`src/rtl/link_ctrl_regs.svh`:
```
/*
 * Register map, field positions, reset values and timing counts of the
 * link control set/clear block.
 * Assumes a 32-bit classic Wishbone port with byte addresses.
 */
// Summary of operation
// - Reserved link control bits always read zero
// - Cycle source select bit stays zero always
// - Master and root: cycle start each rollover
// - Master clear: received cycle starts load timer
// - Overlong cycle flag clears master enable
// - Master set ignored while overlong flag set
// - Run set: offset advances per tick, rolls
// - Run clear: ticks leave the offset as it is
// - PHY packets stored if accepted and enabled
// - PHY acceptance never gates self-ID packets
`ifndef LINK_CTRL_REGS_SVH
`define LINK_CTRL_REGS_SVH

// Byte addresses of the registers
`define LINK_CTRL_SET_ADDR 8'he0
`define LINK_CTRL_CLR_ADDR 8'he4
`define EVENT_STATUS_ADDR 8'hf0
`define EVENT_CLEAR_ADDR 8'hf4
`define EVENT_ENABLE_ADDR 8'hf8
`define CYCLE_TIME_ADDR 8'hfc

// Link control field positions
`define LC_SOURCE_BIT 22
`define LC_MASTER_BIT 21
`define LC_RUN_BIT 20
`define LC_PHYPKT_BIT 10
`define LC_SELFID_BIT 9
// Bits software may change; source select is left out on purpose
`define LC_WRITABLE_MASK 32'h0030_0600
`define LC_RESET 32'h0000_0000

// Event register field positions
`define EV_CYC_SENT_BIT 0
`define EV_CYC_RCVD_BIT 1
`define EV_PHY_DROP_BIT 2
`define EV_OVERLONG_BIT 25
`define EV_USED_MASK 32'h0200_0007
`define EV_RESET 32'h0000_0000

// Cycle timer: offset runs 0..3071, count 13 bits
`define CYCLE_OFFSET_W 12
`define CYCLE_COUNT_W 13
`define CYCLE_TIME_W 25
`define CYCLE_OFFSET_LAST 12'hbff

`endif

```
`src/rtl/link_ctrl_pkg.sv`:
```
/*
 * Types shared by the link control set/clear block.
 * Assumes the constants header is included by each design file.
 */
package link_ctrl_pkg;

    // Bus slave states, one-hot
    typedef enum logic [1:0] {
        WB_IDLE = 2'b01,
        WB_ACK = 2'b10
    } wb_state_t;

    // Kind of packet delivered by the PHY core
    typedef enum logic [1:0] {
        PKT_PHY = 2'h0,
        PKT_SELFID = 2'h1,
        PKT_CYCLE_START = 2'h2,
        PKT_OTHER = 2'h3
    } pkt_kind_t;

endpackage

```
`src/rtl/cycle_timer.sv`:
```
/*
 * Cycle timer: offset and cycle count, stepped by the 24.576 MHz tick.
 * Assumes the tick is a one-cycle pulse synchronous to clk_i.
 */
`timescale 1ns/1ps
`default_nettype none
`include "link_ctrl_regs.svh"

module cycle_timer (
    input wire logic clk_i,
    input wire logic rst_n_i,
    input wire logic run_i,
    input wire logic tick_i,
    input wire logic load_i,
    input wire logic [`CYCLE_TIME_W-1:0] load_value_i,
    output logic [`CYCLE_TIME_W-1:0] time_o,
    output logic rollover_o
);

    // Count in the upper bits, offset in the lower bits
    logic [`CYCLE_OFFSET_W-1:0] offset;
    logic [`CYCLE_COUNT_W-1:0] count;
    logic [`CYCLE_OFFSET_W-1:0] next_offset;
    logic [`CYCLE_COUNT_W-1:0] next_count;
    logic next_rollover;

    // Next timer value
    always_comb begin
        next_offset = offset;
        next_count = count;
        next_rollover = 1'b0;
        if (load_i) begin
            // Resynchronise to a received cycle start
            next_offset = load_value_i[`CYCLE_OFFSET_W-1:0];
            next_count = load_value_i[`CYCLE_TIME_W-1:`CYCLE_OFFSET_W];
        end else if (run_i && tick_i) begin
            if (offset == `CYCLE_OFFSET_LAST) begin
                next_offset = '0;
                next_count = count + 1'b1;
                next_rollover = 1'b1;
            end else begin
                next_offset = offset + 1'b1;
            end
        end
    end

    // Register timer state
    always_ff @(posedge clk_i) begin
        if (!rst_n_i) begin
            offset <= '0;
            count <= '0;
            rollover_o <= 1'b0;
        end else begin
            offset <= next_offset;
            count <= next_count;
            rollover_o <= next_rollover;
        end
    end

    assign time_o = {count, offset};

endmodule
`default_nettype wire

```
`src/rtl/rx_gate.sv`:
```
/*
 * Receive gate: decides per incoming packet whether it is stored.
 * Assumes the PHY core gives one packet per valid pulse.
 */
`timescale 1ns/1ps
`default_nettype none
`include "link_ctrl_regs.svh"

module rx_gate (
    input wire logic clk_i,
    input wire logic rst_n_i,
    input wire logic valid_i,
    input wire link_ctrl_pkg::pkt_kind_t kind_i,
    input wire logic [`CYCLE_TIME_W-1:0] data_i,
    input wire logic accept_phy_packets_i,
    input wire logic accept_selfid_packets_i,
    input wire logic async_receive_enable_i,
    input wire logic cycle_master_enable_i,
    output logic phy_store_o,
    output logic phy_drop_o,
    output logic selfid_store_o,
    output logic cycle_load_o,
    output logic [`CYCLE_TIME_W-1:0] cycle_value_o
);

    logic next_phy_store;
    logic next_phy_drop;
    logic next_selfid_store;
    logic next_cycle_load;

    // Classify the packet
    always_comb begin
        next_phy_store = 1'b0;
        next_phy_drop = 1'b0;
        next_selfid_store = 1'b0;
        next_cycle_load = 1'b0;
        if (valid_i) begin
            case (kind_i)
                link_ctrl_pkg::PKT_PHY: begin
                    next_phy_store = accept_phy_packets_i &&
                        async_receive_enable_i;
                    next_phy_drop = !next_phy_store;
                end
                link_ctrl_pkg::PKT_SELFID: begin
                    next_selfid_store = accept_selfid_packets_i;
                end
                link_ctrl_pkg::PKT_CYCLE_START: begin
                    next_cycle_load = !cycle_master_enable_i;
                end
                default: begin
                    next_phy_store = 1'b0;
                end
            endcase
        end
    end

    // Register decisions with the carried time value
    always_ff @(posedge clk_i) begin
        if (!rst_n_i) begin
            phy_store_o <= 1'b0;
            phy_drop_o <= 1'b0;
            selfid_store_o <= 1'b0;
            cycle_load_o <= 1'b0;
            cycle_value_o <= '0;
        end else begin
            phy_store_o <= next_phy_store;
            phy_drop_o <= next_phy_drop;
            selfid_store_o <= next_selfid_store;
            cycle_load_o <= next_cycle_load;
            cycle_value_o <= data_i;
        end
    end

endmodule
`default_nettype wire

```
`src/rtl/link_control_set_clear.sv`:
```
/*
 * Link control set/clear register bank with cycle timer control,
 * receive acceptance gating, event status and interrupt output.
 * Assumes a classic Wishbone master and a PHY core that reports root
 * status, overlong cycles and received packets synchronously.
 */
// Chosen here: the Wishbone register port.
`timescale 1ns/1ps
`default_nettype none
`include "link_ctrl_regs.svh"

module link_control_set_clear (
    // Clock and synchronous reset
    input wire logic CLK_I,
    input wire logic RST_N_I,
    // Wishbone slave
    input wire logic [7:0] ADR_I,
    input wire logic [31:0] DAT_I,
    input wire logic [3:0] SEL_I,
    input wire logic WE_I,
    input wire logic STB_I,
    input wire logic CYC_I,
    // Read data and acknowledge
    output logic [31:0] DAT_O,
    output logic ACK_O,
    // Interrupt request
    output logic INT_O,
    // PHY core side
    input wire logic PHY_IS_ROOT_I,
    input wire logic OVERLONG_CYCLE_I,
    input wire logic CYCLE_TICK_I,
    input wire logic RX_VALID_I,
    input wire link_ctrl_pkg::pkt_kind_t RX_KIND_I,
    input wire logic [`CYCLE_TIME_W-1:0] RX_DATA_I,
    // Receive context status
    input wire logic ASYNC_RECEIVE_ENABLE_I,
    // Results
    output logic CYCLE_START_O,
    output logic [`CYCLE_TIME_W-1:0] CYCLE_TIME_O,
    output logic PHY_PKT_STORE_O,
    output logic SELFID_STORE_O
);

    // Bus slave state
    link_ctrl_pkg::wb_state_t state;
    link_ctrl_pkg::wb_state_t next_state;
    // Read data latched for the answer
    logic [31:0] next_dat;
    // Link control contents, writable bits only
    logic [31:0] link_ctrl;
    logic [31:0] next_link_ctrl;
    // Sticky events and their enables
    logic [31:0] ev_status;
    logic [31:0] next_ev_status;
    logic [31:0] ev_enable;
    logic [31:0] next_ev_enable;
    // Registered cycle start and interrupt
    logic next_cycle_start;
    logic next_int;

    // Decoded write strobe, valid at the acknowledging edge
    logic wr_now;
    // Write data masked by byte enables
    logic [31:0] wr_bits;
    // Field views of the control register and the overlong event flag
    logic cycle_master_enable;
    logic cycle_counter_run;
    logic accept_phy_packets;
    logic accept_selfid_packets;
    logic overlong_cycle_flag;

    // Submodule results
    logic timer_rollover;
    logic phy_drop;
    logic cycle_load;
    logic [`CYCLE_TIME_W-1:0] cycle_value;
    logic [`CYCLE_TIME_W-1:0] cycle_time;
    logic phy_store;
    logic selfid_store;

    assign cycle_master_enable = link_ctrl[`LC_MASTER_BIT];
    assign cycle_counter_run = link_ctrl[`LC_RUN_BIT];
    assign accept_phy_packets = link_ctrl[`LC_PHYPKT_BIT];
    assign accept_selfid_packets = link_ctrl[`LC_SELFID_BIT];
    assign overlong_cycle_flag = ev_status[`EV_OVERLONG_BIT];

    // Write happens only at the edge where the master sees ACK high
    assign wr_now = (state == link_ctrl_pkg::WB_ACK) && CYC_I && STB_I &&
        WE_I;

    // Expand byte enables over the write data
    always_comb begin
        for (int i = 0; i < 4; i++) begin
            // Deselected lanes act as zeros
            wr_bits[i*8 +: 8] = SEL_I[i] ? DAT_I[i*8 +: 8] : 8'h00;
        end
    end

    // Bus slave next state and read data
    always_comb begin
        // Hold state and read data by default
        next_state = state;
        next_dat = DAT_O;
        case (state)
            link_ctrl_pkg::WB_IDLE: begin
                // New request: fetch read data and answer next cycle
                if (CYC_I && STB_I) begin
                    next_state = link_ctrl_pkg::WB_ACK;
                    case (ADR_I)
                        `LINK_CTRL_SET_ADDR,
                        `LINK_CTRL_CLR_ADDR: begin
                            next_dat = link_ctrl & `LC_WRITABLE_MASK;
                        end
                        // Sticky events as they stand
                        `EVENT_STATUS_ADDR: begin
                            next_dat = ev_status;
                        end
                        // Interrupt enables
                        `EVENT_ENABLE_ADDR: begin
                            next_dat = ev_enable;
                        end
                        // Live timer, count over offset
                        `CYCLE_TIME_ADDR: begin
                            next_dat = {7'h00, cycle_time};
                        end
                        // Unmapped and write-only read as zero
                        default: begin
                            next_dat = 32'h0000_0000;
                        end
                    endcase
                end
            end
            link_ctrl_pkg::WB_ACK: begin
                // Answer lasts one cycle
                next_state = link_ctrl_pkg::WB_IDLE;
            end
            // Illegal code: back to idle
            default: begin
                next_state = link_ctrl_pkg::WB_IDLE;
            end
        endcase
    end

    // Register bus slave state
    always_ff @(posedge CLK_I) begin
        if (!RST_N_I) begin
            // Idle, no answer, no data
            state <= link_ctrl_pkg::WB_IDLE;
            DAT_O <= 32'h0000_0000;
            ACK_O <= 1'b0;
        end else begin
            // Answer follows the slave state
            state <= next_state;
            DAT_O <= next_dat;
            ACK_O <= (next_state == link_ctrl_pkg::WB_ACK);
        end
    end

    // Link control next value
    always_comb begin
        // Contents hold unless written or an overlong cycle clears master
        next_link_ctrl = link_ctrl;
        if (wr_now && ADR_I == `LINK_CTRL_SET_ADDR) begin
            next_link_ctrl = link_ctrl | (wr_bits & `LC_WRITABLE_MASK);
            if (overlong_cycle_flag || OVERLONG_CYCLE_I) begin
                // Keep master as it was
                next_link_ctrl[`LC_MASTER_BIT] =
                    link_ctrl[`LC_MASTER_BIT];
            end
        end else if (wr_now && ADR_I == `LINK_CTRL_CLR_ADDR) begin
            next_link_ctrl = link_ctrl & ~(wr_bits & `LC_WRITABLE_MASK);
        end
        if (OVERLONG_CYCLE_I) begin
            next_link_ctrl[`LC_MASTER_BIT] = 1'b0;
        end
        next_link_ctrl[`LC_SOURCE_BIT] = 1'b0;
        next_link_ctrl = next_link_ctrl & `LC_WRITABLE_MASK;
    end

    // Register link control
    always_ff @(posedge CLK_I) begin
        if (!RST_N_I) begin
            // All fields off
            link_ctrl <= `LC_RESET;
        end else begin
            // Take the next contents
            link_ctrl <= next_link_ctrl;
        end
    end

    // Event status and enable next values
    always_comb begin
        // Hold unless written or an event
        next_ev_status = ev_status;
        next_ev_enable = ev_enable;
        // Software clear first, so a same-cycle event still lands
        if (wr_now && ADR_I == `EVENT_CLEAR_ADDR) begin
            next_ev_status = ev_status & ~wr_bits;
        end
        // Enables take the written word
        if (wr_now && ADR_I == `EVENT_ENABLE_ADDR) begin
            next_ev_enable = wr_bits & `EV_USED_MASK;
        end
        // Hardware events win over a clear
        // Overlong cycle seen
        if (OVERLONG_CYCLE_I) begin
            next_ev_status[`EV_OVERLONG_BIT] = 1'b1;
        end
        // Cycle start sent
        if (next_cycle_start) begin
            next_ev_status[`EV_CYC_SENT_BIT] = 1'b1;
        end
        // Remote cycle start taken
        if (cycle_load) begin
            next_ev_status[`EV_CYC_RCVD_BIT] = 1'b1;
        end
        // PHY packet discarded
        if (phy_drop) begin
            next_ev_status[`EV_PHY_DROP_BIT] = 1'b1;
        end
        // Keep only implemented bits
        next_ev_status = next_ev_status & `EV_USED_MASK;
    end

    // Cycle start and interrupt next values
    always_comb begin
        next_cycle_start = timer_rollover && cycle_master_enable &&
            PHY_IS_ROOT_I;
        // Level interrupt from enabled sticky bits
        next_int = |(next_ev_status & next_ev_enable);
    end

    // Register events, enables and outputs
    always_ff @(posedge CLK_I) begin
        if (!RST_N_I) begin
            // Nothing pending, nothing enabled
            ev_status <= `EV_RESET;
            ev_enable <= `EV_RESET;
            CYCLE_START_O <= 1'b0;
            INT_O <= 1'b0;
        end else begin
            // Take events, enables and outputs
            ev_status <= next_ev_status;
            ev_enable <= next_ev_enable;
            CYCLE_START_O <= next_cycle_start;
            INT_O <= next_int;
        end
    end

    // Cycle timer, loaded by accepted remote cycle starts
    cycle_timer timer_inst (
        .clk_i(CLK_I),
        .rst_n_i(RST_N_I),
        // Run gate and tick
        .run_i(cycle_counter_run),
        .tick_i(CYCLE_TICK_I),
        // Remote cycle start load
        .load_i(cycle_load),
        .load_value_i(cycle_value),
        // Time and rollover back
        .time_o(cycle_time),
        .rollover_o(timer_rollover)
    );

    // Receive acceptance
    rx_gate gate_inst (
        .clk_i(CLK_I),
        .rst_n_i(RST_N_I),
        // Packet from the PHY core
        .valid_i(RX_VALID_I),
        .kind_i(RX_KIND_I),
        .data_i(RX_DATA_I),
        // Acceptance controls
        .accept_phy_packets_i(accept_phy_packets),
        .accept_selfid_packets_i(accept_selfid_packets),
        .async_receive_enable_i(ASYNC_RECEIVE_ENABLE_I),
        .cycle_master_enable_i(cycle_master_enable),
        // Decisions back to the bank
        .phy_store_o(phy_store),
        .phy_drop_o(phy_drop),
        .selfid_store_o(selfid_store),
        .cycle_load_o(cycle_load),
        .cycle_value_o(cycle_value)
    );

    // Flop outputs of the submodules drive the ports directly
    // Live cycle time
    assign CYCLE_TIME_O = cycle_time;
    // Stored PHY packet pulse
    assign PHY_PKT_STORE_O = phy_store;
    // Stored self-ID pulse
    assign SELFID_STORE_O = selfid_store;

endmodule
`default_nettype wire

```
`config.mk`:
```
export PLATFORM = sky130hd
export DESIGN_NAME = link_control_set_clear
export DESIGN_NICKNAME = d
export VERILOG_FILES = /design/src/rtl/link_ctrl_pkg.sv /design/src/rtl/cycle_timer.sv /design/src/rtl/rx_gate.sv /design/src/rtl/link_control_set_clear.sv
export VERILOG_INCLUDE_DIRS = /design/src /design/src/rtl
export SDC_FILE = /design/constraint.sdc
export NUM_CORES = 1
export LEC_CHECK = 0
export BUFFER_PORTS_ARGS = -buffer_cell sky130_fd_sc_hd__buf_2
export CAP_MARGIN = 20
export CORE_UTILIZATION = 41
export CTS_BUF_LIST = sky130_fd_sc_hd__clkbuf_8
export DETAILED_ROUTE_END_ITERATION = 8
export HOLD_SLACK_MARGIN = 0.05
export PLACE_DENSITY = 0.7
export SLEW_MARGIN = 30
export SYNTH_ARGS = -nofsm -noshare
export SYNTH_HDL_FRONTEND = slang
export SYNTH_SLANG_ARGS = --single-unit
```
`constraint.sdc`:
```
create_clock -name CLK_I -period 3 [get_ports CLK_I]
set_input_delay 0 -clock CLK_I [delete_from_list [all_inputs] [get_ports CLK_I]]
set_output_delay 0 -clock CLK_I [all_outputs]
set_load 0.05 [all_outputs]
```
==> results.py <==
metrics = {
    "timing": {
        "min_period_over_period": 0.745,
        "finalHoldViolCount": 0,
        "finalClockSkew_ps": 10.2,
        "drv_slew": 0,
        "rsz0062_at_grt": "false",
        "fin_crit_ps": 2240,
        "setup_viol": 0,
        "fin_tns_setup_ps": 0,
        "max_slew.worst_pin.slew_ps": 899,
        "clock.fmax_mhz": 447,
        "slew_headroom": 0.392,
    },
    "min_path": {
        "min_path_type": "in -> reg",
        "min_delay_path_depth": 3,
        "min_from": "ADR_I[2]",
    },
    "worst_setup_path": {
        "start_kind": "flop",
        "r2r_start": "state[0]$_SDFF_PN1_",
        "cp_max_fo": 4,
        "crit_required_ps": 3310,
        "slowest_stage": "nor4_1",
        "r2r_cells": 5,
        "slowest_delay_ps": 600,
        "r2r_slack_ps": 760,
        "arrival_ps": 2550,
        "crit_chain": "nand3b_1 -> nor4_1 -> a21oi_1 -> a311oi_1 -> dlygate4sd3_1",
        "crit_type": "reg -> reg",
        "worstSetupEndpointType": "flop",
    },
    "logic_synthesis": {
        "muxShareOfSynthArea": 0.0228,
        "syn_area_um2": 3950,
        "synth-compound-area-share": 0.152,
        "synth_flop_cell": "dfxtp_1",
        "async_reset_ff_frac": 0,
        "yosys_register_bits": 98,
        "synth_edf_count": 0,
        "syn_inst": 425,
        "ys_seq_area_frac": 0.497,
        "ys_types": 54,
        "synthXorXnorAreaFrac": 0.0377,
        "synth_fa_ha_area_frac": 0.00634,
        "synth_warnings": 0,
        "synth_top_family_by_area": "simple AND/OR/NAND/NOR gates",
        "avgSynthCellArea_um2": 9.29,
        "synthSimpleGateAreaFrac": 0.241,
    },
    "floorplan": {
        "core_area_um2": 9280,
        "die_w_um": 100,
        "die_area_um2": 10000,
        "ios": 143,
        "start_util": 0.425,
        "fp-row-count": 35,
        "die-height_um": 100,
    },
    "finish": {
        "num_antenna_cells": 0,
        "fin_nets": 663,
        "most-common-layout-cells": "buf_2, dfxtp_1, dlygate4sd3_1",
        "mostFrequentLayoutCell": "buf_2",
        "fillers": 851,
        "syn_to_final_growth_pct": 34.6,
        "layout-drive-gt1-share": 0.253,
    },
    "pwr": {
        "powerDensity_nw_per_um2": 479,
        "ir_worst_vdd_mv": 0.259,
        "finalPower_uw": 2540,
        "p_leak_uw": 0.00231,
    },
    "clock_network": {
        "cts_tree": "built",
        "clockRootBuffer": "clkbuf_8",
        "clk_pin_slew_worst_paths_ps": 90,
        "cts_resized": 0,
        "htree_levels": 3,
        "clock_path_buffers": 2,
        "cts_num_sinks": 98,
        "worstSkewPairLatency_ps": 360,
        "cts_buffers": 9,
    },
    "placed_design": {
        "place_congestion": 0.844,
        "port_buffers": 112,
        "detailed_place_hpwl_um": 7260,
    },
    "global_route": {
        "first_global_vias": 3250,
        "grtUsageTotal": 0.209,
        "overflow": 0,
        "grt_max_degree": 46,
        "grt_pass1_wl_um": 16400,
        "antenna_found_initial": 0,
    },
    "detailed_routing": {
        "drt_iter0_drc": 213,
        "ant_nets": 0,
        "routed_wl_um": 10300,
        "dr.pass1.iters": 5,
        "vias_per_cell": 5.13,
        "drc": 0,
        "wl_per_cell_um": 14.4,
        "num_vias": 3661,
    },
    "flow_run": {
        "drv_cap": 0,
    },
    "status": {
        "outcome": "finished clean",
    },
}
==> Yosys cell counts (2+ instances only) <==
cell type / number / area share
a21oi_1: 20 / 0.025
nor3_1: 4 / 0.0051
mux2i_1: 9 / 0.023
nand2_1: 23 / 0.022
ha_1: 2 / 0.0063
xor2_1: 7 / 0.016
a311oi_1: 2 / 0.0044
a222oi_1: 4 / 0.010
nand4_1: 6 / 0.0095
xnor2_1: 10 / 0.022
o2111ai_1: 2 / 0.0044
and4_1: 4 / 0.0089
buf_2: 2 / 0.0025
clkbuf_1: 20 / 0.019
inv_1: 6 / 0.0057
nor4b_1: 3 / 0.0067
nor2_1: 38 / 0.036
o21ai_0: 28 / 0.035
nand3b_1: 2 / 0.0038
dfxtp_1: 98 / 0.50
or4_4: 2 / 0.0057
nand3_1: 27 / 0.034
nand4b_1: 2 / 0.0044
a22oi_1: 20 / 0.038
buf_4: 6 / 0.011
and2_1: 30 / 0.048
o31ai_1: 2 / 0.0038
nand2b_1: 2 / 0.0032
o21ba_2: 3 / 0.0076
and3_1: 9 / 0.014
nor4_1: 4 / 0.0063
a31oi_1: 6 / 0.0095
==> where the power goes <==
part	total, uW	switching (uW)	internal, uW
Sequential	1360	27.0	1330
Clock	939	446	494
Combinational	246	141	105
==> cell type report <==
type                       instances  area (um2)  area share
sequential                        98        1960       0.369
multi-input combinational        296        1840       0.346
timing repair buffer             168        1100       0.208
tap                              129         161      0.0304
clock buffer                      10         138      0.0259
clock inverter                     6        87.6      0.0165
inverter                           7        26.3     0.00494
==> worst max-delay path, delay by kind of cell (launching register included) <==
| family | cells | cell delay (ps) |
|---|---|---|
| buffers and inverters | 1 | 580 |
| and+or+nand+nor | 2 | 810 |
| DFF | 1 | 340 |
| AOI/OAI and AO/OA | 2 | 450 |
==> registers in the layout (all words and copies together) (netlist names), named ones only <==
register and flops:
ACK_O 1, CYCLE_START_O 1, DAT_O 26, INT_O 1, ev_enable 4, ev_status 4, gate_inst.cycle_load_o 1, gate_inst.cycle_value_o 25
gate_inst.phy_drop_o 1, gate_inst.phy_store_o 1, gate_inst.selfid_store_o 1, state 2, timer_inst.count 13, timer_inst.offset 12, timer_inst.rollover_o 1
==> logic make-up (layout without fill, tap and decap cells) <==
logic type	count (synthesis)	after routing
xor gates and xnor gates	17	17
DFF	98	98
adders and majority gates	2	2
and+or+nand+nor	169	169
buffers and inverters	36	191
muxes	9	9
AOI/OAI and AO/OA	93	93
other	1	6
==> per-layer routing <==
layer	wire [um]	track usage	vias up
li1	-	-	1822
met1	4970	0.302	1687
met2	4580	0.309	130
met3	505	0.0299	22
met4	235	0.0914	0
met5	0	0	-
==> worst max path at each step <==
stage,start,to,slack [ps],cells after the start
after floorplan,timer_inst.offset[0]$_SDFFE_PN0P_,timer_inst.count[12]$_SDFFE_PN0P_,630,6
after global placement,timer_inst.offset[0]$_SDFFE_PN0P_,timer_inst.count[7]$_SDFFE_PN0P_,870,6
after detailed placement,state[0]$_SDFF_PN1_,INT_O$_SDFF_PN0_,850,5
after CTS,state[0]$_SDFF_PN1_,INT_O$_SDFF_PN0_,810,5
after global routing,state[1]$_SDFF_PN0_,INT_O$_SDFF_PN0_,610,5
final,state[0]$_SDFF_PN1_,flop,760,5
==> what timing repair did <==
action                    4_1_cts  5_1_grt
hold buffers                   49        0
setup buffers                   0        0
hold endpoints to repair       39        0
==> metrics by stage <==
| step | cells | utilization | hold WS, ps | instance area (um2) | setup slack, ps |
|---|---|---|---|---|---|
| after CTS | 714 | 0.573 | 77.9 | 5320 | 813 |
| after global placement | 649 | 0.496 | 207 | 4600 | 871 |
| after detailed placement | 649 | 0.496 | 208 | 4600 | 846 |
| final | 714 | 0.573 | 112 | 5320 | 764 |
| after floorplan | 430 | - | 76.3 | 3970 | 625 |
| after global routing | 714 | 0.573 | 118 | 5320 | 606 |
Note: power is estimated with default switching activity, not from simulation.
